===== src/rtl/hbd_params.svh =====
`ifndef HBD_PARAMS_SVH
`define HBD_PARAMS_SVH

`define HBD_OFF_BP0 8'h00
`define HBD_OFF_STATUS 8'h18
`define HBD_OFF_CTRL 8'h1C
`define HBD_CTRL_LE 8
`define HBD_CTRL_GE 9
`define HBD_CTRL_GD 13
`define HBD_CTRL_FLD 16
`define HBD_CTRL_MASK 32'hFFFF_23FF
`define HBD_CTRL_LARMS 32'h0000_0055
`define HBD_CTRL_RST 32'h0000_0000
`define HBD_STAT_BD 13
`define HBD_STAT_BS 14
`define HBD_STAT_BT 15
`define HBD_STAT_MASK 32'h0000_E00F
`define HBD_STAT_RST 32'h0000_0000
`define HBD_BP_RST 32'h0000_0000
`define HBD_LEN_1B 2'h0
`define HBD_LEN_2B 2'h1
`define HBD_LEN_4B 2'h3
`define HBD_RW_EXEC 2'h0
`define HBD_RW_WR 2'h1
`define HBD_RW_RDWR 2'h3
`define HBD_CPL_KERNEL 2'h0
`endif


===== src/rtl/hbd_pkg.sv =====
package hbd_pkg;
    typedef struct packed {
        logic valid;
        logic [31:0] addr;
        logic resume;
    } hbd_fetch_t;

    typedef struct packed {
        logic valid;
        logic [31:0] addr;
        logic [3:0] be;
        logic write;
    } hbd_data_acc_t;

    typedef struct packed {
        logic req;
        logic fault;
    } hbd_exc_t;

    typedef enum logic {
        hbd_st_idle,
        hbd_st_pend
    } hbd_dstate_t;
endpackage


===== src/rtl/hbd_debug_unit.sv =====
`timescale 1ns/1ps
`include "hbd_params.svh"

module hbd_debug_unit #(
    parameter int ADDR_W = 8,
    parameter int NUM_BP = 4
) (
    input wire logic pclk,
    input wire logic presetn,
    input wire logic psel,
    input wire logic penable,
    input wire logic pwrite,
    input wire logic [ADDR_W-1:0] paddr,
    input wire logic [31:0] pwdata,
    output logic pready,
    output logic [31:0] prdata,
    output logic pslverr,
    input wire hbd_pkg::hbd_fetch_t fetch,
    input wire hbd_pkg::hbd_data_acc_t data_acc,
    input wire logic instr_done,
    input wire logic operands_busy,
    input wire logic single_step_flag,
    input wire logic task_switch,
    input wire logic task_trap_bit,
    input wire logic dreg_access_req,
    input wire logic real_mode,
    input wire logic [1:0] cpl,
    input wire logic handler_entry,
    output hbd_pkg::hbd_exc_t exc,
    output logic dreg_grant,
    output logic dreg_deny,
    output logic hold_issue
);
    import hbd_pkg::*;

    logic pready_r;
    logic pslverr_r;
    logic [31:0] prdata_r;
    logic [31:0] bp_addr_r [NUM_BP];
    logic [31:0] ctrl_r;
    logic [31:0] ctrl_nxt;
    logic [31:0] status_r;
    logic [31:0] status_nxt;
    logic [31:0] status_set;
    logic [31:0] rdata_nxt;
    hbd_exc_t exc_r;
    hbd_exc_t exc_nxt;
    hbd_dstate_t dst_r;
    hbd_dstate_t dst_nxt;
    logic [NUM_BP-1:0] pend_hits_r;
    logic [NUM_BP-1:0] pend_hits_nxt;
    logic grant_r;
    logic deny_r;
    logic hold_r;

    logic setup;
    logic wr_en;
    logic [NUM_BP-1:0] sel_bp;
    logic sel_stat;
    logic sel_ctrl;
    logic mapped;

    logic [NUM_BP-1:0] arm;
    logic [NUM_BP-1:0] xmatch;
    logic [NUM_BP-1:0] dmatch;
    logic [3:0] lanes [NUM_BP];
    logic x_en_hit;
    logic d_en_hit;
    logic gd;
    logic exact_on;
    logic guard_flt;
    logic priv_ok;
    logic d_trap;
    logic step_trap;
    logic ts_trap;
    logic any_trap;
    logic any_fault;

    assign pready = pready_r;
    assign prdata = prdata_r;
    assign pslverr = pslverr_r;
    assign exc = exc_r;
    assign dreg_grant = grant_r;
    assign dreg_deny = deny_r;
    assign hold_issue = hold_r;

    assign setup = psel & ~penable;
    assign wr_en = psel & penable & pready_r & pwrite;
    assign gd = ctrl_r[`HBD_CTRL_GD];
    assign exact_on = ctrl_r[`HBD_CTRL_GE] | ctrl_r[`HBD_CTRL_LE];

    always_comb begin
        sel_stat = (paddr == ADDR_W'(`HBD_OFF_STATUS));
        sel_ctrl = (paddr == ADDR_W'(`HBD_OFF_CTRL));
        for (int i = 0; i < NUM_BP; i++) begin
            sel_bp[i] = (paddr == ADDR_W'(`HBD_OFF_BP0 + 4 * i));
        end
        mapped = sel_stat | sel_ctrl | (|sel_bp);
    end

    always_comb begin
        rdata_nxt = 32'h0000_0000;
        if (sel_stat) begin
            rdata_nxt = status_r;
        end else if (sel_ctrl) begin
            rdata_nxt = ctrl_r;
        end
        for (int i = 0; i < NUM_BP; i++) begin
            if (sel_bp[i]) begin
                rdata_nxt = bp_addr_r[i];
            end
        end
    end

    // answer one cycle after setup: every access has a single wait-free access phase
    always_ff @(posedge pclk or negedge presetn) begin
        if (!presetn) begin
            pready_r <= 1'b0;
            pslverr_r <= 1'b0;
            prdata_r <= 32'h0000_0000;
        end else begin
            pready_r <= setup & ~pready_r;
            pslverr_r <= setup & ~mapped;
            prdata_r <= (setup & ~pwrite) ? rdata_nxt : 32'h0000_0000;
        end
    end

    always_ff @(posedge pclk or negedge presetn) begin
        if (!presetn) begin
            for (int i = 0; i < NUM_BP; i++) begin
                bp_addr_r[i] <= `HBD_BP_RST;
            end
        end else begin
            for (int i = 0; i < NUM_BP; i++) begin
                if (wr_en && sel_bp[i]) begin
                    bp_addr_r[i] <= pwdata;
                end
            end
        end
    end

    // per-breakpoint comparators
    genvar g;
    generate
        for (g = 0; g < NUM_BP; g++) begin : gen_bp
            logic [1:0] rw;
            logic [1:0] len;
            logic type_ok;
            assign rw = ctrl_r[`HBD_CTRL_FLD + 4 * g +: 2];
            assign len = ctrl_r[`HBD_CTRL_FLD + 4 * g + 2 +: 2];
            assign arm[g] = ctrl_r[2 * g] | ctrl_r[2 * g + 1];
            // field size from size code; undefined code never matches
            assign lanes[g] = (len == `HBD_LEN_1B) ? (4'h1 << bp_addr_r[g][1:0]) :
                              (len == `HBD_LEN_2B) ? (bp_addr_r[g][1] ? 4'hC : 4'h3) :
                              (len == `HBD_LEN_4B) ? 4'hF : 4'h0;
            assign type_ok = (rw == `HBD_RW_RDWR) ||
                             ((rw == `HBD_RW_WR) && data_acc.write);
            // exact start address of the instruction
            assign xmatch[g] = fetch.valid && (rw == `HBD_RW_EXEC) &&
                               (fetch.addr == bp_addr_r[g]);
            // whole or partial overlap of the field
            assign dmatch[g] = data_acc.valid && type_ok &&
                               (data_acc.addr[31:2] == bp_addr_r[g][31:2]) &&
                               (|(lanes[g] & data_acc.be));
        end
    endgenerate

    // resume flag masks the exec hit
    assign x_en_hit = (|(xmatch & arm)) & ~fetch.resume;
    assign d_en_hit = |(dmatch & arm);
    assign guard_flt = dreg_access_req & gd;
    assign priv_ok = real_mode | (cpl == `HBD_CPL_KERNEL);

    // data trap waits for the causing instruction to complete
    assign d_trap = instr_done & ((dst_r == hbd_st_pend) | d_en_hit);
    assign step_trap = instr_done & single_step_flag;
    // trap after the switch, before the first instruction
    assign ts_trap = task_switch & task_trap_bit;
    assign any_trap = d_trap | step_trap | ts_trap;
    // exec hits reported on the fetch itself
    assign any_fault = x_en_hit | guard_flt;

    // traps of the finishing instruction outrank a fault in the same cycle;
    // the core re-presents the faulting fetch or access after the handler
    always_comb begin
        exc_nxt.req = any_trap | any_fault;
        // fault for exec or guard, trap for data
        exc_nxt.fault = any_fault & ~any_trap;
    end

    always_comb begin
        dst_nxt = dst_r;
        pend_hits_nxt = pend_hits_r;
        case (dst_r)
            hbd_st_idle: begin
                if (d_en_hit && !instr_done) begin
                    dst_nxt = hbd_st_pend;
                    // every matching flag, enabled or not
                    pend_hits_nxt = dmatch;
                end
            end
            hbd_st_pend: begin
                if (instr_done) begin
                    dst_nxt = hbd_st_idle;
                    pend_hits_nxt = '0;
                end else if (data_acc.valid && d_en_hit) begin
                    pend_hits_nxt = pend_hits_r | dmatch;
                end
            end
            default: begin
                dst_nxt = hbd_st_idle;
                pend_hits_nxt = '0;
            end
        endcase
    end

    always_ff @(posedge pclk or negedge presetn) begin
        if (!presetn) begin
            dst_r <= hbd_st_idle;
            pend_hits_r <= '0;
        end else begin
            dst_r <= dst_nxt;
            pend_hits_r <= pend_hits_nxt;
        end
    end

    always_comb begin
        status_set = 32'h0000_0000;
        if (any_trap) begin
            if (d_trap) begin
                status_set[NUM_BP-1:0] = pend_hits_r | (d_en_hit ? dmatch : '0);
            end
            status_set[`HBD_STAT_BS] = step_trap;
            status_set[`HBD_STAT_BT] = ts_trap;
        end else if (any_fault) begin
            if (x_en_hit) begin
                status_set[NUM_BP-1:0] = xmatch;
            end
            status_set[`HBD_STAT_BD] = guard_flt & ~x_en_hit;
        end
    end

    // hardware only sets; a set beats a same-cycle software write
    always_comb begin
        status_nxt = status_r;
        if (wr_en && sel_stat) begin
            status_nxt = pwdata & `HBD_STAT_MASK;
        end
        status_nxt = status_nxt | status_set;
    end

    always_ff @(posedge pclk or negedge presetn) begin
        if (!presetn) begin
            status_r <= `HBD_STAT_RST;
        end else begin
            status_r <= status_nxt;
        end
    end

    always_comb begin
        ctrl_nxt = ctrl_r;
        if (wr_en && sel_ctrl) begin
            ctrl_nxt = pwdata & `HBD_CTRL_MASK;
        end
        if (task_switch) begin
            ctrl_nxt = ctrl_nxt & ~`HBD_CTRL_LARMS;
            ctrl_nxt[`HBD_CTRL_LE] = 1'b0;
        end
        if (handler_entry) begin
            ctrl_nxt[`HBD_CTRL_GD] = 1'b0;
        end
    end

    // all arms clear out of reset
    always_ff @(posedge pclk or negedge presetn) begin
        if (!presetn) begin
            ctrl_r <= `HBD_CTRL_RST;
        end else begin
            ctrl_r <= ctrl_nxt;
        end
    end

    always_ff @(posedge pclk or negedge presetn) begin
        if (!presetn) begin
            exc_r <= '0;
        end else begin
            exc_r <= exc_nxt;
        end
    end

    always_ff @(posedge pclk or negedge presetn) begin
        if (!presetn) begin
            grant_r <= 1'b0;
            deny_r <= 1'b0;
        end else begin
            // grant only when unguarded and privileged
            grant_r <= dreg_access_req & ~gd & priv_ok & ~any_trap;
            deny_r <= dreg_access_req & ~gd & ~priv_ok & ~any_trap;
        end
    end

    // without exact bits no stall; trap still comes at completion
    always_ff @(posedge pclk or negedge presetn) begin
        if (!presetn) begin
            hold_r <= 1'b0;
        end else begin
            // stall next issue while operands move
            hold_r <= exact_on & (operands_busy | data_acc.valid);
        end
    end
endmodule // hbd_debug_unit


===== config.mk =====
export PLATFORM = sky130hd
export DESIGN_NAME = hbd_debug_unit
export DESIGN_NICKNAME = d
export VERILOG_FILES = /design/src/rtl/hbd_pkg.sv /design/src/rtl/hbd_debug_unit.sv
export VERILOG_INCLUDE_DIRS = /design/src /design/src/rtl
export SDC_FILE = /design/constraint.sdc
export NUM_CORES = 1
export LEC_CHECK = 0
export BUFFER_PORTS_ARGS = -buffer_cell sky130_fd_sc_hd__buf_2
export CAP_MARGIN = 5
export CORE_ASPECT_RATIO = 1.4
export CORE_UTILIZATION = 60
export CTS_BUF_LIST = sky130_fd_sc_hd__clkbuf_2 sky130_fd_sc_hd__clkbuf_4 sky130_fd_sc_hd__clkbuf_8
export DETAILED_ROUTE_END_ITERATION = 8
export PLACE_DENSITY = 0.86
export SLEW_MARGIN = 30
export SYNTH_ARGS = -nofsm -noshare
export SYNTH_HDL_FRONTEND = slang
export SYNTH_SLANG_ARGS = --single-unit

===== constraint.sdc =====
create_clock -name pclk -period 3.05 [get_ports pclk]
set_clock_uncertainty 0.15 [all_clocks]
set_input_delay 0.305 -clock pclk [delete_from_list [all_inputs] [get_ports pclk]]
set_output_delay 0.305 -clock pclk [all_outputs]
set_load 0.02 [all_outputs]

Word level (Yosys, flattened, before mapping)

Index checks and enable logic that the tools add are counted.

Bits in latches: 0
Bits in read-only memories: 0
Memory bits (writable): 0
Logic and storage cells: 203
Input bits: 127
Memories kept: 0
Register bits: 236

Mux-type cells: 42
Equal/unequal tests: 31
Shift-type cells: 4
Multipliers: 0
$lt $le $gt $ge: 0
Bitwise gates (word level): 53
Div/mod/pow operators: 0
Add/subtract/negate cells: 0
Reductions and logical operators: 56

Operator list:

| operator              | number |
|---|---|
| $mux W32              | 9 |
| $eq A32 B32 Y1        | 4 |
| $eq A30 B30 Y1        | 4 |
| $mux W4               | 24 |
| $logic_and A1 B1 Y1   | 32 |
| $or A32 B16 Y32       | 1 |
| $reduce_or A4 Y1      | 7 |
| $and A4 B4 Y4         | 6 |
| $and A1 B1 Y1         | 20 |
| $logic_not A2 Y1      | 9 |
| $eq A2 B1 Y1 const B  | 8 |
| $eq A2 B2 Y1 const B  | 8 |
| $eq A8 B4 Y1 const B  | 2 |
| $eq A8 B5 Y1 const B  | 2 |
| $shl A1 B2 Y4 const A | 4 |
| $or A1 B1 Y1          | 14 |
| $not A1 Y1            | 10 |
| $mux W9               | 1 |
| $eq A8 B3 Y1 const B  | 1 |
| $logic_not A8 Y1      | 1 |
| $or A4 B4 Y4          | 2 |
| $pmux W4 S2           | 1 |
| $mux W1               | 5 |
| $logic_or A1 B1 Y1    | 4 |
| 7 further kinds       | 7 |

Logic depth before layout (Yosys ltp)

Word-level depth: 15
Gate-level depth with buffers: 10
Depth with buffers taken out: 8

Worst setup path before layout

Ideal clock, no wire load.

Path type: in2reg
From: input paddr[0]
To: register bp_addr_r[100] (netlist bit)
Required time: 2.775 ns
Library setup time: 0.125 ns
Slack: 0.570 ns
Path buffers: 2
Arrival time: 2.205 ns
Stages on the path: 6
Path through: or4_4 or3_1 buf_2 nor4_4 buf_6 mux2_2

Word-level cells in the longest chain between the ends: 2

Ends and longest elaborated chain:

| element                       | line                  | RTL |
|---|---|---|
| start, declared               | hbd_debug_unit.sv:13  | `input wire logic [ADDR_W-1:0] paddr,` |
| $logic_not A8 Y1              | hbd_debug_unit.sv:96  | `` sel_bp[i] = (paddr == ADDR_W'(`HBD_OFF_BP0 + 4 * i)); `` |
| $logic_and A1 B1 Y1           | hbd_debug_unit.sv:135 | `if (wr_en && sel_bp[i]) begin` |
| end signal, assigned by index | hbd_debug_unit.sv:131 | `` bp_addr_r[i] <= `HBD_BP_RST; `` |
| end signal, assigned by index | hbd_debug_unit.sv:136 | `bp_addr_r[i] <= pwdata;` |
| end, declared                 | hbd_debug_unit.sv:39  | `logic [31:0] bp_addr_r [NUM_BP];` |

No other way between the ends.
A chain may end at the register's enable or synchronous reset.

Final worst setup path

From: register bp_addr_r[27] (netlist bit)
To: register status_r[13]

Word-level cells in the longest chain between the ends: 11
Elaborated cells on any way between the ends: 20

Ends and longest elaborated chain:

| element                    | line                  | RTL |
|---|---|---|
| $eq A30 B30 Y1             | hbd_debug_unit.sv:163 | `(data_acc.addr[31:2] == bp_addr_r[g][31:2]) &&` |
| $logic_and A1 B1 Y1        | hbd_debug_unit.sv:162 | `assign dmatch[g] = data_acc.valid && type_ok &&` |
| $logic_and A1 B1 Y1        | hbd_debug_unit.sv:163 |  |
| $and A4 B4 Y4              | hbd_debug_unit.sv:170 | `assign d_en_hit = \|(dmatch & arm);` |
| $reduce_or A4 Y1           | hbd_debug_unit.sv:170 |  |
| $or A1 B1 Y1               | hbd_debug_unit.sv:175 | `assign d_trap = instr_done & ((dst_r == hbd_st_pend) \| d_en_hit);` |
| $and A1 B1 Y1              | hbd_debug_unit.sv:175 |  |
| $or A1 B1 Y1 (2 in series) | hbd_debug_unit.sv:179 | `assign any_trap = d_trap \| step_trap \| ts_trap;` |
| $mux W1 *                  | hbd_debug_unit.sv:229 | `if (any_trap) begin` |
| $or A32 B16 Y32 *          | hbd_debug_unit.sv:249 | `status_nxt = status_nxt \| status_set;` |
| net status_nxt[13]         | hbd_debug_unit.sv:43  | `logic [31:0] status_nxt;` |
| end signal, assigned       | hbd_debug_unit.sv:254 | `` status_r <= `HBD_STAT_RST; `` |
| end signal, assigned       | hbd_debug_unit.sv:256 | `status_r <= status_nxt;` |
| end, declared              | hbd_debug_unit.sv:42  | `logic [31:0] status_r;` |

Mark *: on every way through the listed nets, which the timed path passes. The rest lies on a longest branch.

==> metrics.csv <==
stage,metric,value,unit
cells_and_area,antenna fix cells,0,
clock_tree,CTS tree,yes,
critical_path,Worst Reg2Reg Path Length in Cells,9,
sta,Tcrit/Tclk final,0.966,
synth,post-synth cell types,61,
power_and_ir_drop,P_leak,7.11,nW
routing,DR WL/cell,32.1,µm
power_and_ir_drop,Internal,4.28,mW
routing,routed via count,11600,
critical_path,crit path capture type,register,
placement,hpwl dp,38.7,mm
power_and_ir_drop,Comb power frac,0.119,
synth,Syn Area/Cell,10.5,µm²
cells_and_area,final instance area,14800,µm²
sta,final hold vios,0,
power_and_ir_drop,VDD IR-drop max,0.410,mV
worst_hold_path,hold_sp,paddr[4],
placement,final RePlAce weighted congestion,1.06,
power_and_ir_drop,Clock Power Share,0.412,
power_and_ir_drop,switch share,0.272,
clock_tree,clock sink total,206,
critical_path,CP max stage cell,or4_1,
critical_path,"Largest stage delay, worst path",0.63,ns
synth,post-synthesis sequential area ratio,0.424,
synth,Async SR Flop Fraction,1.00,
floorplanning,Initial Util,0.612,
floorplanning,Die Y,170,µm
clock_tree,root buf cell,clkbuf_8,
sta,final worst slack,0.104,ns
critical_path,Reg2Reg Capture Point,status_r[13],
routing,post-DR vias/cell,6.91,
sta,Slew Limit Fails,0,
floorplanning,row count,61,
worst_hold_path,Hold Path Depth,4,
critical_path,CP bufs+invs,1,
synth,Synth Register Bits,206,
flow_run,maxcap violations,0,
global_routing,largest net degree at the start of global routing,85,
routing,Post-Route WL,53.9,mm
routing,Post-DRT Antenna Nets,0,
clock_tree,insertion delay to the later sink of the worst-skew pair,0.59,ns
cells_and_area,Final Non-Filler Cells,1677,
sta,fin crit period,2.95,ns
worst_hold_path,WHS Endpoint,prdata[30],
routing,First-pass DRT Iterations,6,
sta,Worst-Margin Slew,0.958,ns
placement,IO buf count,163,
routing,# DRC,0,
synth,syn nets,1280,
global_routing,vias in the first global route,11800,
critical_path,required time worst endpoint,3.35,ns
power_and_ir_drop,Net Switching,1.60,mW
synth,Synth Instances,1153,
cells_and_area,Fillers,1253,
cells_and_area,nets,1531,
critical_path,worst-path cell chain,"xor2_1, nor4_1, buf_4, nand4_1, or4_1, a2bb2oi_1, a31oi_2, nand2b_4, o31ai_1",
placement,DP Worst Slack,0.0781,ns
sta,final setup fails,0,
critical_path,CP Launch Type,register,
clock_tree,# H-tree levels,1,
global_routing,grt ovf,0,
synth,"EDFF count, synth",0,
clock_tree,Num CTS Buffers,31,
placement,area post-placement,13600,µm²
critical_path,"Data arrival, critical path",3.24,ns
routing,Starting DRT DRC Count,1368,
global_routing,antenna violations before repair,0,
sta,Fin Hold WS,0.0710,ns
critical_path,Top Family by Delay on Critical Path,simple AND/OR/NAND/NOR gates,
critical_path,R2R Setup Slk,0.10,ns
worst_hold_path,class of the worst hold path,input port to register,
critical_path,critical-path maximum fanout,6,
sta,Worst slew margin,0.362,
placement,dpl cells,1568,
floorplanning,# IOs,166,
clock_tree,"CTS clk-pin slew, worst paths",0.07,ns
cells_and_area,Syn-to-layout area delta,21.7,%
sta,Max Clock Freq,339,MHz
outcome,status,"complete, no violations",
floorplanning,area of the core,19800,µm²
floorplanning,die extent in x,122,µm
sta,RSZ-0062 raised after global routing,no,
clock_tree,clk buf depth,3,
global_routing,Total GRT Usage,0.526,
synth,Yosys warning total,0,
cells_and_area,layout cell share with drive strength beyond 1,0.305,
global_routing,first-pass GRT wire length,77.2,mm
sta,setup TNS,0,ns
power_and_ir_drop,PD cells,397,nW/µm²
power_and_ir_drop,Flop pwr share,0.469,
synth,post-synthesis cell area,12200,µm²
critical_path,Setup CP Type,register to register,
synth,Synth Flop Type,dfrtp_1,
critical_path,worst r2r src,bp_addr_r[27],
floorplanning,die area,20800,µm²
## area by class of cell
class | instances | area, µm² | share of cell area
multi-input combinational | 886 | 6780 | 0.458
sequential | 206 | 5150 | 0.349
timing repair buffer | 274 | 1880 | 0.127
clock buffer | 46 | 577 | 0.0390
tap | 252 | 315 | 0.0213
clock inverter | 8 | 65.1 | 0.00440
inverter | 5 | 18.8 | 0.00127
## metal layers
metal / up-vias / track usage / share of wire
met5: - / 0 / 0
met4: 0 / 0.399 / 0.094
met3: 328 / 0.126 / 0.10
met2: 979 / 0.857 / 0.47
met1: 5645 / 0.589 / 0.33
li1: 4644 / - / -
## power groups by stage
stage / clock network, mW / logic [mW] / registers [mW]
3_3_place_gp: 0 / 0.609 / 2.81
5_1_grt: 2.52 / 0.718 / 2.76
2_1_floorplan: 0 / 0.230 / 2.81
3_5_place_dp: 0 / 0.614 / 2.81
4_1_cts: 2.38 / 0.665 / 2.76
6_report: 2.42 / 0.699 / 2.76
## placed cells by master (no fill, tap or decap), drive strengths merged, types with 5 or more instances in the layout
cell type,count
clkinv,7
a22oi,40
a22o,13
a31oi,18
xor2,144
nor4,45
dfrtp,206
inv,5
dlygate4sd3,55
buf,218
a21oi,19
mux2i,14
or4,6
nand2b,6
nand3,28
clkbuf,47
a222oi,6
o22ai,13
and3,6
nand2,125
xnor2,104
nand4,29
mux2,138
o211a,5
nor3,19
nor2,40
o21ai,18
## per-stage QoR
| step | utilization | power, mW |
|---|---|---|
| 2_1_floorplan | - | 3.04 |
| 3_3_place_gp | 0.683 | 3.42 |
| 3_5_place_dp | 0.683 | 3.42 |
| 4_1_cts | 0.743 | 5.81 |
| 5_1_grt | 0.745 | 5.99 |
| 6_report | 0.745 | 5.88 |
## cells in the mapped netlist (14+ instances only)
cell type	instances	area, µm²
xor2_1	144	1260
clkbuf_1	35	131
nor3_1	17	85.1
nand2_1	125	469
mux2_2	136	1530
dfrtp_1	206	5150
a31oi_1	18	113
xnor2_1	104	911
nor4_1	43	269
nand4_1	29	181
nand3_1	27	135
nor2_1	38	143
a22oi_1	40	300
a21oi_1	19	95.1
mux2i_1	14	140
o21ai_0	17	85.1
## cell families after synthesis
family | share of synthesized area
simple gates | 0.144
compound gates | 0.0833
flops | 0.424
mux | 0.147
xor+xnor | 0.179
buf+inv | 0.0230
## sequential cells by signal, summed over array words and instances, names as in the netlist
name	count
dst_r	1
pend_hits_r	4
hold_issue	1
prdata	32
pslverr	1
ctrl_r	27
dreg_grant	1
bp_addr_r	128
status_r	7
pready	1
dreg_deny	1
exc	2
## timing repair
item	4_1_cts	5_1_grt
buffers inserted	0	0
endpoints found under the hold margin	249	0
endpoints found under the setup margin	0	13
gates resized for setup	0	5
hold buffers	55	0
## worst register-to-register path: stages (launching register included)
cell and delay [ns]:
dfrtp_1 0.43, xor2_1 0.23, nor4_1 0.30, buf_4 0.17, nand4_1 0.14, or4_1 0.64, a2bb2oi_1 0.19, a31oi_2 0.24
nand2b_4 0.22, o31ai_1 0.11
## how the worst max path moves through the flow
stage / to / cells after the start / start
4_1_cts: status_r[3] / 8 / bp_addr_r[108]
6_report: status_r[13] / 9 / bp_addr_r[27]
3_5_place_dp: status_r[3] / 9 / data_acc[17]
5_1_grt: status_r[3] / 8 / bp_addr_r[24]
3_3_place_gp: status_r[0] / 9 / data_acc[17]
2_1_floorplan: bp_addr_r[100] / 6 / paddr[0]
Power figures use the tool's default switching activity.
